<file path="src/inc/sac_pkg.sv">
// Package of constants for the converter control block
package sac_pkg;
    // ****************************************
    // Register word indices
    // ****************************************
    localparam logic [2:0] ADDR_CTRL_A = 3'h0;
    localparam logic [2:0] ADDR_CTRL_B = 3'h1;
    localparam logic [2:0] ADDR_INSEL = 3'h2;
    localparam logic [2:0] ADDR_RES_LO = 3'h3;
    localparam logic [2:0] ADDR_RES_HI = 3'h4;

    // ****************************************
    // Control A fields
    // ****************************************
    localparam int CA_ENABLE = 7;
    localparam int CA_START = 6;
    localparam int CA_AUTO = 5;
    localparam int CA_DONE = 4;
    localparam int CA_PSEL_LO = 0;
    localparam int PSEL_W = 3;

    // ****************************************
    // Control B and input select fields
    // ****************************************
    localparam int CB_TSEL_LO = 0;
    localparam int TSEL_W = 3;
    localparam int IS_CH_LO = 0;
    localparam int CH_W = 4;
    localparam int IS_LEFT = 5;
    localparam int IS_REF_LO = 6;
    localparam int REF_W = 3;

    // ****************************************
    // Reset values and encodings
    // ****************************************
    localparam logic [7:0] CTRL_A_RST = 8'h00;
    localparam logic [7:0] CTRL_B_RST = 8'h00;
    localparam logic [8:0] INSEL_RST = 9'h000;
    localparam logic [2:0] TSEL_FREE = 3'h0;
    localparam logic [3:0] CH_TEMP = 4'hF;
    localparam logic [3:0] CH_SE_MAX = 4'h3;

    // ****************************************
    // Timing in converter clock cycles, result and divider widths, sequencer states
    // ****************************************
    localparam logic [4:0] CYC_NORMAL = 5'h0D;
    localparam logic [4:0] CYC_FIRST = 5'h19;
    localparam int RES_W = 10;
    localparam int DIV_W = 7;

    typedef enum logic [1:0] {
        SAC_IDLE = 2'b00,
        SAC_WAIT = 2'b01,
        SAC_CONV = 2'b10
    } sac_state_t;
endpackage

</file>
<file path="src/sac_top.sv">
// Conversion control of a 10-bit successive approximation converter
//
// Local design decisions: the Avalon-MM interface to the registers and the register offsets.
`timescale 1ns/1ps
module sac_top #(
    parameter int NUM_TRIG = 8
) (
    input wire logic clk,
    input wire logic resetn,
    input wire logic [2:0] avs_address,
    input wire logic avs_read,
    input wire logic avs_write,
    input wire logic [31:0] avs_writedata,
    output logic [31:0] avs_readdata,
    output logic avs_waitrequest,
    input wire logic [NUM_TRIG-1:0] trig_in,
    input wire logic done_irq_ack,
    input wire logic [9:0] analog_result,
    output logic [3:0] active_channel,
    output logic [2:0] active_reference,
    output logic amp_bypass,
    output logic diff_pos_sel,
    output logic [1:0] diff_neg_sel,
    output logic gain_20x,
    output logic temp_sensor_sel,
    output logic analog_on,
    output logic sample_now,
    output logic converting,
    output logic done_irq
);
    // ****************************************
    // Reset synchroniser
    // ****************************************
    logic rst_meta;
    logic rst_n;

    // Release is synchronised, assertion is immediate
    always_ff @(posedge clk or negedge resetn) begin
        if (!resetn) begin
            rst_meta <= 1'b0;
            rst_n <= 1'b0;
        end else begin
            rst_meta <= 1'b1;
            rst_n <= rst_meta;
        end
    end

    // ****************************************
    // Analog result synchroniser
    // ****************************************
    logic [9:0] res_meta;
    logic [9:0] res_sync;

    // Result comes from the analog side, another timing domain
    always_ff @(posedge clk or negedge rst_n) begin
        if (!rst_n) begin
            res_meta <= '0;
            res_sync <= '0;
        end else begin
            res_meta <= analog_result;
            res_sync <= res_meta;
        end
    end

    // ****************************************
    // Bus slave handshake
    // ****************************************
    logic bus_req;
    logic bus_acc;
    logic wr_acc;
    logic rd_acc;

    assign bus_req = avs_read | avs_write;
    assign bus_acc = bus_req & ~avs_waitrequest;
    assign wr_acc = avs_write & ~avs_waitrequest;
    assign rd_acc = avs_read & ~avs_waitrequest;

    // One wait cycle per access, then the access completes
    always_ff @(posedge clk or negedge rst_n) begin
        if (!rst_n) begin
            avs_waitrequest <= 1'b1;
        end else begin
            avs_waitrequest <= ~(bus_req & avs_waitrequest);
        end
    end

    // ****************************************
    // Configuration registers
    // ****************************************
    logic enable;
    logic auto_trigger_enable;
    logic [2:0] prescale_sel;
    logic [2:0] trigger_source_select;
    logic [3:0] channel_select_field;
    logic [2:0] reference_select_field;
    logic left_align_result;
    logic wr_ctrl_a;

    assign wr_ctrl_a = wr_acc && (avs_address == sac_pkg::ADDR_CTRL_A);

    // Plain read/write configuration bits
    always_ff @(posedge clk or negedge rst_n) begin
        if (!rst_n) begin
            enable <= sac_pkg::CTRL_A_RST[sac_pkg::CA_ENABLE];
            auto_trigger_enable <= sac_pkg::CTRL_A_RST[sac_pkg::CA_AUTO];
            prescale_sel <= sac_pkg::CTRL_A_RST[2:0];
            trigger_source_select <= sac_pkg::CTRL_B_RST[2:0];
            channel_select_field <= sac_pkg::INSEL_RST[3:0];
            left_align_result <= sac_pkg::INSEL_RST[sac_pkg::IS_LEFT];
            reference_select_field <= sac_pkg::INSEL_RST[8:6];
        end else if (wr_acc) begin
            unique case (avs_address)
                sac_pkg::ADDR_CTRL_A: begin
                    enable <= avs_writedata[sac_pkg::CA_ENABLE];
                    auto_trigger_enable <= avs_writedata[sac_pkg::CA_AUTO];
                    prescale_sel <= avs_writedata[sac_pkg::CA_PSEL_LO +: 3];
                end
                sac_pkg::ADDR_CTRL_B: begin
                    trigger_source_select <=
                        avs_writedata[sac_pkg::CB_TSEL_LO +: 3];
                end
                sac_pkg::ADDR_INSEL: begin
                    channel_select_field <= avs_writedata[sac_pkg::IS_CH_LO +: 4];
                    left_align_result <= avs_writedata[sac_pkg::IS_LEFT];
                    reference_select_field <=
                        avs_writedata[sac_pkg::IS_REF_LO +: 3];
                end
                default: begin
                end
            endcase
        end
    end

    // ****************************************
    // Prescaler
    // ****************************************
    logic conv_tick;
    logic trig_edge;

    sac_prescaler #(
        .DIV_W(sac_pkg::DIV_W)
    ) u_presc (
        .clk(clk),
        .rst_n(rst_n),
        .run(enable),
        .restart(trig_edge),
        .div_sel(prescale_sel),
        .tick(conv_tick)
    );

    // ****************************************
    // Trigger edge detection
    // ****************************************
    sac_pkg::sac_state_t state;
    logic trig_sel;
    logic trig_prev;
    logic conv_end;
    logic free_run;

    // On-chip triggers share this clock, so no synchroniser
    assign trig_sel = trig_in[trigger_source_select];
    assign free_run = auto_trigger_enable &&
        (trigger_source_select == sac_pkg::TSEL_FREE);

    // Previous level is tracked always, so a level held high never retriggers
    always_ff @(posedge clk or negedge rst_n) begin
        if (!rst_n) begin
            trig_prev <= 1'b0;
        end else begin
            trig_prev <= trig_sel;
        end
    end

    // Edges count only when enabled, auto mode, and the converter idle
    assign trig_edge = enable && auto_trigger_enable && !free_run &&
        trig_sel && !trig_prev &&
        (state == sac_pkg::SAC_IDLE);

    // ****************************************
    // Conversion sequencer
    // ****************************************
    logic start_bit;
    logic sw_start;
    logic first_conv;
    logic [4:0] cyc_cnt;
    logic [4:0] cyc_len;

    assign sw_start = wr_ctrl_a && avs_writedata[sac_pkg::CA_START] &&
        avs_writedata[sac_pkg::CA_ENABLE];
    assign cyc_len = first_conv ? sac_pkg::CYC_FIRST : sac_pkg::CYC_NORMAL;
    assign conv_end = (state == sac_pkg::SAC_CONV) && conv_tick &&
        (cyc_cnt == cyc_len - 5'h01);

    // Waits for the next converter clock edge, then counts cycles
    always_ff @(posedge clk or negedge rst_n) begin
        if (!rst_n) begin
            state <= sac_pkg::SAC_IDLE;
            cyc_cnt <= '0;
        end else if (!enable) begin
            state <= sac_pkg::SAC_IDLE;
            cyc_cnt <= '0;
        end else begin
            unique case (state)
                sac_pkg::SAC_IDLE: begin
                    if (sw_start || trig_edge) begin
                        state <= sac_pkg::SAC_WAIT;
                    end
                end
                sac_pkg::SAC_WAIT: begin
                    cyc_cnt <= '0;
                    if (conv_tick) begin
                        state <= sac_pkg::SAC_CONV;
                    end
                end
                sac_pkg::SAC_CONV: begin
                    if (conv_end) begin
                        cyc_cnt <= '0;
                        // Free running chains straight into the next one
                        if (free_run) begin
                            state <= sac_pkg::SAC_CONV;
                        end else begin
                            state <= sac_pkg::SAC_IDLE;
                        end
                    end else if (conv_tick) begin
                        cyc_cnt <= cyc_cnt + 5'h01;
                    end
                end
                default: begin
                    state <= sac_pkg::SAC_IDLE;
                end
            endcase
        end
    end

    // First conversion after enabling needs the long initialisation
    always_ff @(posedge clk or negedge rst_n) begin
        if (!rst_n) begin
            first_conv <= 1'b1;
        end else if (!enable) begin
            first_conv <= 1'b1;
        end else if (conv_end) begin
            first_conv <= 1'b0;
        end
    end

    // Start bit mirrors any running or pending conversion
    always_ff @(posedge clk or negedge rst_n) begin
        if (!rst_n) begin
            start_bit <= 1'b0;
        end else if (!enable) begin
            start_bit <= 1'b0;
        end else if (sw_start || trig_edge) begin
            start_bit <= 1'b1;
        end else if (conv_end && !free_run) begin
            start_bit <= 1'b0;
        end
    end

    // ****************************************
    // Completion flag
    // ****************************************
    logic done_flag;
    logic done_clr;

    assign done_clr = (wr_ctrl_a && avs_writedata[sac_pkg::CA_DONE]) ||
        done_irq_ack;

    // Set wins over a clear in the same cycle
    always_ff @(posedge clk or negedge rst_n) begin
        if (!rst_n) begin
            done_flag <= 1'b0;
        end else if (conv_end) begin
            done_flag <= 1'b1;
        end else if (done_clr) begin
            done_flag <= 1'b0;
        end
    end

    // ****************************************
    // Result registers with read-order lock
    // ****************************************
    logic [7:0] result_low_byte;
    logic [7:0] result_high_byte;
    logic res_locked;
    logic rd_lo;
    logic rd_hi;

    assign rd_lo = rd_acc && (avs_address == sac_pkg::ADDR_RES_LO);
    assign rd_hi = rd_acc && (avs_address == sac_pkg::ADDR_RES_HI);

    // Low byte read locks, high byte read unlocks
    always_ff @(posedge clk or negedge rst_n) begin
        if (!rst_n) begin
            res_locked <= 1'b0;
        end else if (rd_hi) begin
            res_locked <= 1'b0;
        end else if (rd_lo) begin
            res_locked <= 1'b1;
        end
    end

    // Result lands with alignment chosen at completion time
    always_ff @(posedge clk or negedge rst_n) begin
        if (!rst_n) begin
            result_low_byte <= '0;
            result_high_byte <= '0;
        end else if (conv_end && !res_locked) begin
            if (left_align_result) begin
                result_high_byte <= res_sync[9:2];
                result_low_byte <= {res_sync[1:0], 6'h00};
            end else begin
                result_high_byte <= {6'h00, res_sync[9:8]};
                result_low_byte <= res_sync[7:0];
            end
        end
    end

    // ****************************************
    // Locked analog selection
    // ****************************************
    logic sel_update;

    // Selection follows the register only while enabled and not converting;
    // it reopens in the last cycle so the next conversion sees new values
    assign sel_update = enable && ((state == sac_pkg::SAC_IDLE) ||
        (state == sac_pkg::SAC_CONV && cyc_cnt == cyc_len - 5'h01));

    // Active selection drives the analog multiplexer
    always_ff @(posedge clk or negedge rst_n) begin
        if (!rst_n) begin
            active_channel <= '0;
            active_reference <= '0;
            amp_bypass <= 1'b1;
            diff_pos_sel <= 1'b0;
            diff_neg_sel <= '0;
            gain_20x <= 1'b0;
            temp_sensor_sel <= 1'b0;
        end else if (sel_update) begin
            active_channel <= channel_select_field;
            active_reference <= reference_select_field;
            amp_bypass <= (channel_select_field <= sac_pkg::CH_SE_MAX) ||
                (channel_select_field == sac_pkg::CH_TEMP);
            diff_pos_sel <= channel_select_field[3];
            diff_neg_sel <= channel_select_field[2:1];
            gain_20x <= (channel_select_field > sac_pkg::CH_SE_MAX) &&
                (channel_select_field != sac_pkg::CH_TEMP) &&
                channel_select_field[0];
            temp_sensor_sel <=
                (channel_select_field == sac_pkg::CH_TEMP);
        end
    end

    // ****************************************
    // Status outputs
    // ****************************************
    // Sample pulse at the first converter cycle of a conversion started from idle; chained free-running ones get none
    always_ff @(posedge clk or negedge rst_n) begin
        if (!rst_n) begin
            analog_on <= 1'b0;
            sample_now <= 1'b0;
            converting <= 1'b0;
            done_irq <= 1'b0;
        end else begin
            analog_on <= enable;
            sample_now <= (state == sac_pkg::SAC_WAIT) && conv_tick;
            converting <= (state != sac_pkg::SAC_IDLE);
            done_irq <= conv_end || (done_flag && !done_clr);
        end
    end

    // ****************************************
    // Read data
    // ****************************************
    // Loaded during the wait cycle so data stands when waitrequest drops
    always_ff @(posedge clk or negedge rst_n) begin
        if (!rst_n) begin
            avs_readdata <= '0;
        end else if (avs_read && avs_waitrequest) begin
            unique case (avs_address)
                sac_pkg::ADDR_CTRL_A:
                    avs_readdata <= {24'h000000, enable, start_bit,
                        auto_trigger_enable, done_flag, 1'b0,
                        prescale_sel};
                sac_pkg::ADDR_CTRL_B:
                    avs_readdata <= {29'h00000000, trigger_source_select};
                sac_pkg::ADDR_INSEL:
                    avs_readdata <= {23'h000000, reference_select_field,
                        left_align_result, 1'b0, channel_select_field};
                sac_pkg::ADDR_RES_LO:
                    avs_readdata <= {24'h000000, result_low_byte};
                sac_pkg::ADDR_RES_HI:
                    avs_readdata <= {24'h000000, result_high_byte};
                default:
                    avs_readdata <= 32'h00000000;
            endcase
        end
    end
endmodule

</file>
<file path="src/sac_prescaler.sv">
// Converter clock prescaler producing one tick per converter clock cycle
`timescale 1ns/1ps
module sac_prescaler #(
    parameter int DIV_W = 7
) (
    input wire logic clk,
    input wire logic rst_n,
    input wire logic run,
    input wire logic restart,
    input wire logic [2:0] div_sel,
    output logic tick
);
    logic [DIV_W-1:0] cnt;
    logic [DIV_W-1:0] limit;

    // Division by 2 to the power of the select, never below 2
    always_comb begin
        if (div_sel == 3'h0) begin
            limit = DIV_W'(1);
        end else begin
            limit = DIV_W'((8'h01 << div_sel) - 8'h01);
        end
    end

    // Held cleared while disabled, restarted by a trigger
    always_ff @(posedge clk or negedge rst_n) begin
        if (!rst_n) begin
            cnt <= '0;
            tick <= 1'b0;
        end else if (!run || restart) begin
            cnt <= '0;
            tick <= 1'b0;
        end else if (cnt >= limit) begin
            cnt <= '0;
            tick <= 1'b1;
        end else begin
            cnt <= cnt + DIV_W'(1);
            tick <= 1'b0;
        end
    end
endmodule

</file>
<file path="config.mk">
export PLATFORM = sky130hd
export DESIGN_NAME = sac_top
export DESIGN_NICKNAME = d
export VERILOG_FILES = /design/src/inc/sac_pkg.sv /design/src/sac_top.sv /design/src/sac_prescaler.sv
export SDC_FILE = /design/constraint.sdc
export NUM_CORES = 1
export LEC_CHECK = 0
export ABC_AREA = 1
export BUFFER_PORTS_ARGS = -buffer_cell sky130_fd_sc_hd__buf_4
export CORE_MARGIN = 8
export CORE_UTILIZATION = 45
export CTS_CLUSTER_DIAMETER = 60
export DETAILED_ROUTE_END_ITERATION = 8
export GPL_TIMING_DRIVEN = 0
export PLACE_DENSITY = 0.73
export SLEW_MARGIN = 20
export SYNTH_ARGS = -nofsm -noshare
export SYNTH_HDL_FRONTEND = slang
export SYNTH_SLANG_ARGS = --single-unit
export TNS_END_PERCENT = 50
</file>
<file path="constraint.sdc">
create_clock -name clk -period 7.13 [get_ports clk]
set_input_delay 2.139 -clock clk [delete_from_list [all_inputs] [get_ports clk]]
set_output_delay 2.139 -clock clk [all_outputs]
set_load 0.02 [all_outputs]
</file>
; ---- Word-level counts from Yosys, hierarchy flattened
; Index checks and enable logic that the tools add are counted.
[op_classes]
add_sub_neg = 4
order_cmp = 4
eq_ne = 16
shift = 1
muxes = 30
bitwise_logic = 6
reduce_logical = 46
[op_table]
columns = operator, n
row1 = $pmux 9 s5, 1
row2 = $logic_and 1x1->1, 23
row3 = $mux 7, 3
row4 = $mux 5, 4
row5 = $mux 8, 2
row6 = $mux 1, 12
row7 = $mux 2, 5
row8 = $pmux 5 s2, 1
row9 = $logic_not 3->1, 3
row10 = $reduce_and 2->1, 4
row11 = $add 7x1->7 const B, 1
row12 = $ge 7x7->1, 1
row13 = $shl 1x3->7 const A, 1
row14 = $sub 7x1->7 const B, 1
row15 = $eq 3x2->1 const B, 2
row16 = $logic_or 1x1->1, 6
row17 = $ne 3x1->1 const B, 2
row18 = $ne 3x3->1 const B, 2
row19 = $pmux 2 s3, 1
row20 = $reduce_bool 2->1, 3
row21 = $add 5x1->5 const B, 1
row22 = $eq 5x5->1, 1
row23 = $logic_not 1->1, 5
row24 = $sub 5x1->5 const B, 1
row25 = other kinds (18), 21
[totals]
regBits = 124
input_bits = 58
output_inout_bits = 50
elab_cells = 142

; ---- Depth between registers and ports, before layout
[logic_depth]
ltp_word = 11
mapped_depth = 10
depth_no_buf = 10

; ---- Cells and area by module
; Synthesis repeated with hierarchy kept, for this count alone.
[unflattened]
cells_unflattened = 493
hier_area_um2 = 4486.8
[modules_own_cells]
columns = mod, instances, cells_each, area_per_inst_um2, seq_area_each_um2
row1 = sac_top, 1, 415, 3917.5, 2255.9
row2 = sac_prescaler, 1, 78, 569.3, 200.2

; ---- Worst setup path before layout
; OpenSTA, ideal clock, no wires.
[synth_timing]
kind = input port to flip-flop
from = input avs_address[0]
to = register channel_select_field[3]
setup_ps = 123
arrival_time_ps = 2880
required_time_ps = 7007
slack_ps = 4127
cell_stages = 5
n_path_buf = 1
path_cell_list = nor3_4 -> nand2_1 -> buf_2 -> nor2_1 -> a21oi_1
[synth_via]
elab_chain_len = 2
[synth_lines]
columns = element, line_no
row1 = from (decl), sac_top.sv:10  ; input wire logic [2:0] avs_address,
row2 = $eq 3x2->1, sac_top.sv:112  ; unique case (avs_address)
row3 = $reduce_and 2->1 (no source line), -
row4 = to (signal assigned), sac_top.sv:108  ; channel_select_field <= sac_pkg::INSEL_RST[3:0];
row5 = to (signal assigned), sac_top.sv:123  ; channel_select_field <= avs_writedata[sac_pkg::IS_CH_LO +: 4];
row6 = to (decl), sac_top.sv:94  ; logic [3:0] channel_select_field;
; No other way between the ends.
; A chain may end at the register's enable or synchronous reset.

; ---- Worst setup path after layout
[layout_timing]
from = register avs_waitrequest
to = output avs_waitrequest
[layout_rtl]
columns = element, line_no
row1 = from (decl), sac_top.sv:15  ; output logic avs_waitrequest,
row2 = from (signal assigned), sac_top.sv:83  ; avs_waitrequest <= ~(bus_req & avs_waitrequest);
; No word-level cell between the ends.

==> results by group <==
Status
  • Outcome: complete, no violations

Clock tree
  • Clk slew on worst S/H paths: 90 ps
  • CTS tree: yes
  • CTS H-Tree Depth: 3
  • Cts repair resizes: 0
  • Clk sink count: 98
  • Clock root buffer: clkbuf_8
  • Clk buf depth: 2
  • Clock insertion delay at the later pin of the skew report: 360 ps
  • # hold bufs at CTS: 0
  • Post-CTS setup buffer count: 0
  • Num CTS Buffers: 9

Synth
  • Ys async rst share: 1.00
  • Largest area contributor in the netlist: dfrtp_1
  • Avg Cell Area, Syn: 9.31 um2
  • Top_reg_cell synth: dfrtp_1
  • Mapped Area: 4380 um2
  • Post-synthesis cell count: 471
  • Synth warn: 0
  • Synth area leaders: dfrtp_1 54%, nand2_1 8.7%, o21ai_0 5.7%
  • Most frequent cell after synthesis: nand2_1
  • Top cells by count, synth: 102 x nand2_1, 95 x dfrtp_1, 58 x inv_1
  • Count of flip-flops with a built-in enable after synthesis: 0
  • Cell variety after synth: 37
  • Sequential share of the synthesized area: 0.560
  • Yosys reg bits: 98
  • Yosys top cell area share: 0.542

Timing
  • Final setup fails: 0
  • RSZ-0062 raised after global routing: false
  • Period Utilization, post-route: 0.451
  • Tmin final: 3220 ps
  • Setup Skew: 10.9 ps
  • Hold WS: 301 ps
  • Worst Slack Setup Final: 3910 ps
  • Setup TNS: 0 ps
  • Peak Freq: 311 MHz
  • Max Slew Vio Count: 0
  • Final hold vios: 0

Layout
  • Antenna diode count: 0
  • Area of the multi-input gates: 1540 um2
  • Share of cells above drive strength 1: 0.224
  • Net count, final: 633
  • Final core utilization: 0.554
  • Area Growth Syn to Fin: 21.4%
  • Sequential Area: 2460 um2
  • Filler cells: 847

Power and ir drop
  • PD cells: 272 nW/um2
  • Max rail drop VDD: 110 uV
  • Leak Pwr: 2.75 nW

Drt
  • Routed Wire Length: 9540 um
  • Initial DRC Count: 183
  • 1st-pass router iterations: 4
  • DRC Markers: 0
  • Vias per cell: 4.76
  • WL/cell: 13.6 um
  • ANT nets after route: 0
  • Via count: 3350

Global routing
  • Vias in the first global route: 3391
  • Gr usage total: 0.153
  • Antenna violations before repair: 0
  • Largest net degree at the start of global routing: 61
  • GR Overflow Total: 0
  • First-pass GRT wire length: 15800 um

Setup path
  • Buf+Inv Stages, Crit Path: 1
  • Data arrival, critical path: 1080 ps
  • CP Launch Type: register
  • Critical-path top delay cell: dfstp_2
  • Critical path class: reg2out
  • CP max stage delay: 570 ps
  • Maximum fanout along the worst path: 4
  • CP cell instances: buf_4
  • Critical path capture point type: output pin
  • Worst EP required: 4990 ps
  • Top delay family on crit path: flip-flops

Floorplan
  • Die height: 115 um
  • Full die area: 13200 um2
  • Core Area: 9590 um2
  • IO Count: 108
  • Starting density of the core: 0.457
  • Die width: 115 um
  • Row cnt: 36

Placement
  • Final HPWL DP: 7260 um
  • Placer Congestion: 0.811
  • Pre-CTS WS: 3650 ps
  • Port Buffers: 61

Min path
  • Tightest Hold Check Type: reg2async

Flow run
  • Max-cap violations: 0
state kept, by name, summed over array words and instances (netlist names), 2 cells and up:
signal	count
channel_select_field	4
avs_readdata	9
reference_select_field	3
active_reference	3
result_low_byte	8
active_channel	4
result_high_byte	8
u_presc.cnt	7
trigger_source_select	3
prescale_sel	3
res_sync	10
res_meta	10
cyc_cnt	5
state	2
layer usage:
metal  track usage  vias to the layer above  share of wire
li1              -                     1662              -
met1         0.184                     1589           0.43
met2         0.258                       86           0.50
met3        0.0332                       13          0.061
met4        0.0657                        0          0.013
met5             0                        -              0
metrics by stage:
step	instance area [um2]	total power, mW	std cells
floorplan	4470	0.944	493
global placement	5090	1.08	687
detailed placement	5120	1.10	688
CTS	5320	1.46	704
global route	5320	1.54	704
finish	5320	1.45	704
placed cells by master, fill, tap and decap left out, drive strengths merged, types with 3 or more instances in the layout:
| cell | Yosys | layout |
|---|---|---|
| dfstp | 3 | 3 |
| a31oi | 6 | 6 |
| o221ai | 3 | 3 |
| a22oi | 3 | 3 |
| nor2 | 29 | 29 |
| mux2 | 3 | 3 |
| buf | 33 | 95 |
| clkbuf | 1 | 13 |
| ha | 9 | 9 |
| a21oi | 10 | 10 |
| nand4 | 8 | 8 |
| nand2 | 103 | 103 |
| o21ai | 52 | 52 |
| xor2 | 7 | 7 |
| dfrtp | 95 | 95 |
| conb | 2 | 24 |
| inv | 59 | 59 |
| nor3 | 7 | 7 |
| nand3 | 30 | 30 |
| clkinvlp | 0 | 3 |
kinds of logic (layout without fill, tap and decap cells):
| kind of cell | count (synthesis) | after routing | share of synthesized area |
|---|---|---|---|
| other cells | 2 | 24 | 0.00171 |
| buf+inv | 94 | 172 | 0.108 |
| fa+ha+maj | 9 | 9 | 0.0257 |
| xor+xnor | 8 | 8 | 0.0160 |
| mux | 3 | 3 | 0.00771 |
| simple gates | 178 | 178 | 0.174 |
| flops | 98 | 98 | 0.560 |
| compound gates | 79 | 79 | 0.106 |
report_power, final:
part | internal, mW | total [mW] | switching (mW) | leakage [nW]
Sequential | 0.637 | 0.708 | 0.0717 | 1.20
Combinational | 0.153 | 0.380 | 0.226 | 1.46
Clock | 0.172 | 0.358 | 0.186 | 0.0888
Total | 0.962 | 1.45 | 0.484 | 2.75
path summary, 6_finish.rpt:
path / from / slack, ps / depth (start not counted) / end
setup reg to reg: trigger_source_select[0] / 5320 / 7 / u_presc.tick
hold / removal: rst_n / 300 / 0 / trigger_source_select[1]
min in group clk: res_meta[3] / 350 / 0 / res_sync[3]
hold reg to reg: rst_n / 300 / 0 / trigger_source_select[1]
max in group asynchronous: resetn / 5490 / 1 / rst_n
setup / recovery: avs_waitrequest / 3910 / 1 / avs_waitrequest
area by class of cell:
| cell class | instances | share of cell area |
|---|---|---|
| Clock inverter | 4 | 0.00988 |
| Multi-Input combinational cell | 301 | 0.289 |
| Buffer | 34 | 0.0466 |
| Sequential cell | 98 | 0.462 |
| Timing Repair Buffer | 62 | 0.0913 |
| Inverter | 60 | 0.0423 |
| Tap cell | 133 | 0.0313 |
| Clock buffer | 12 | 0.0273 |
Power figures use the tool's default switching activity.
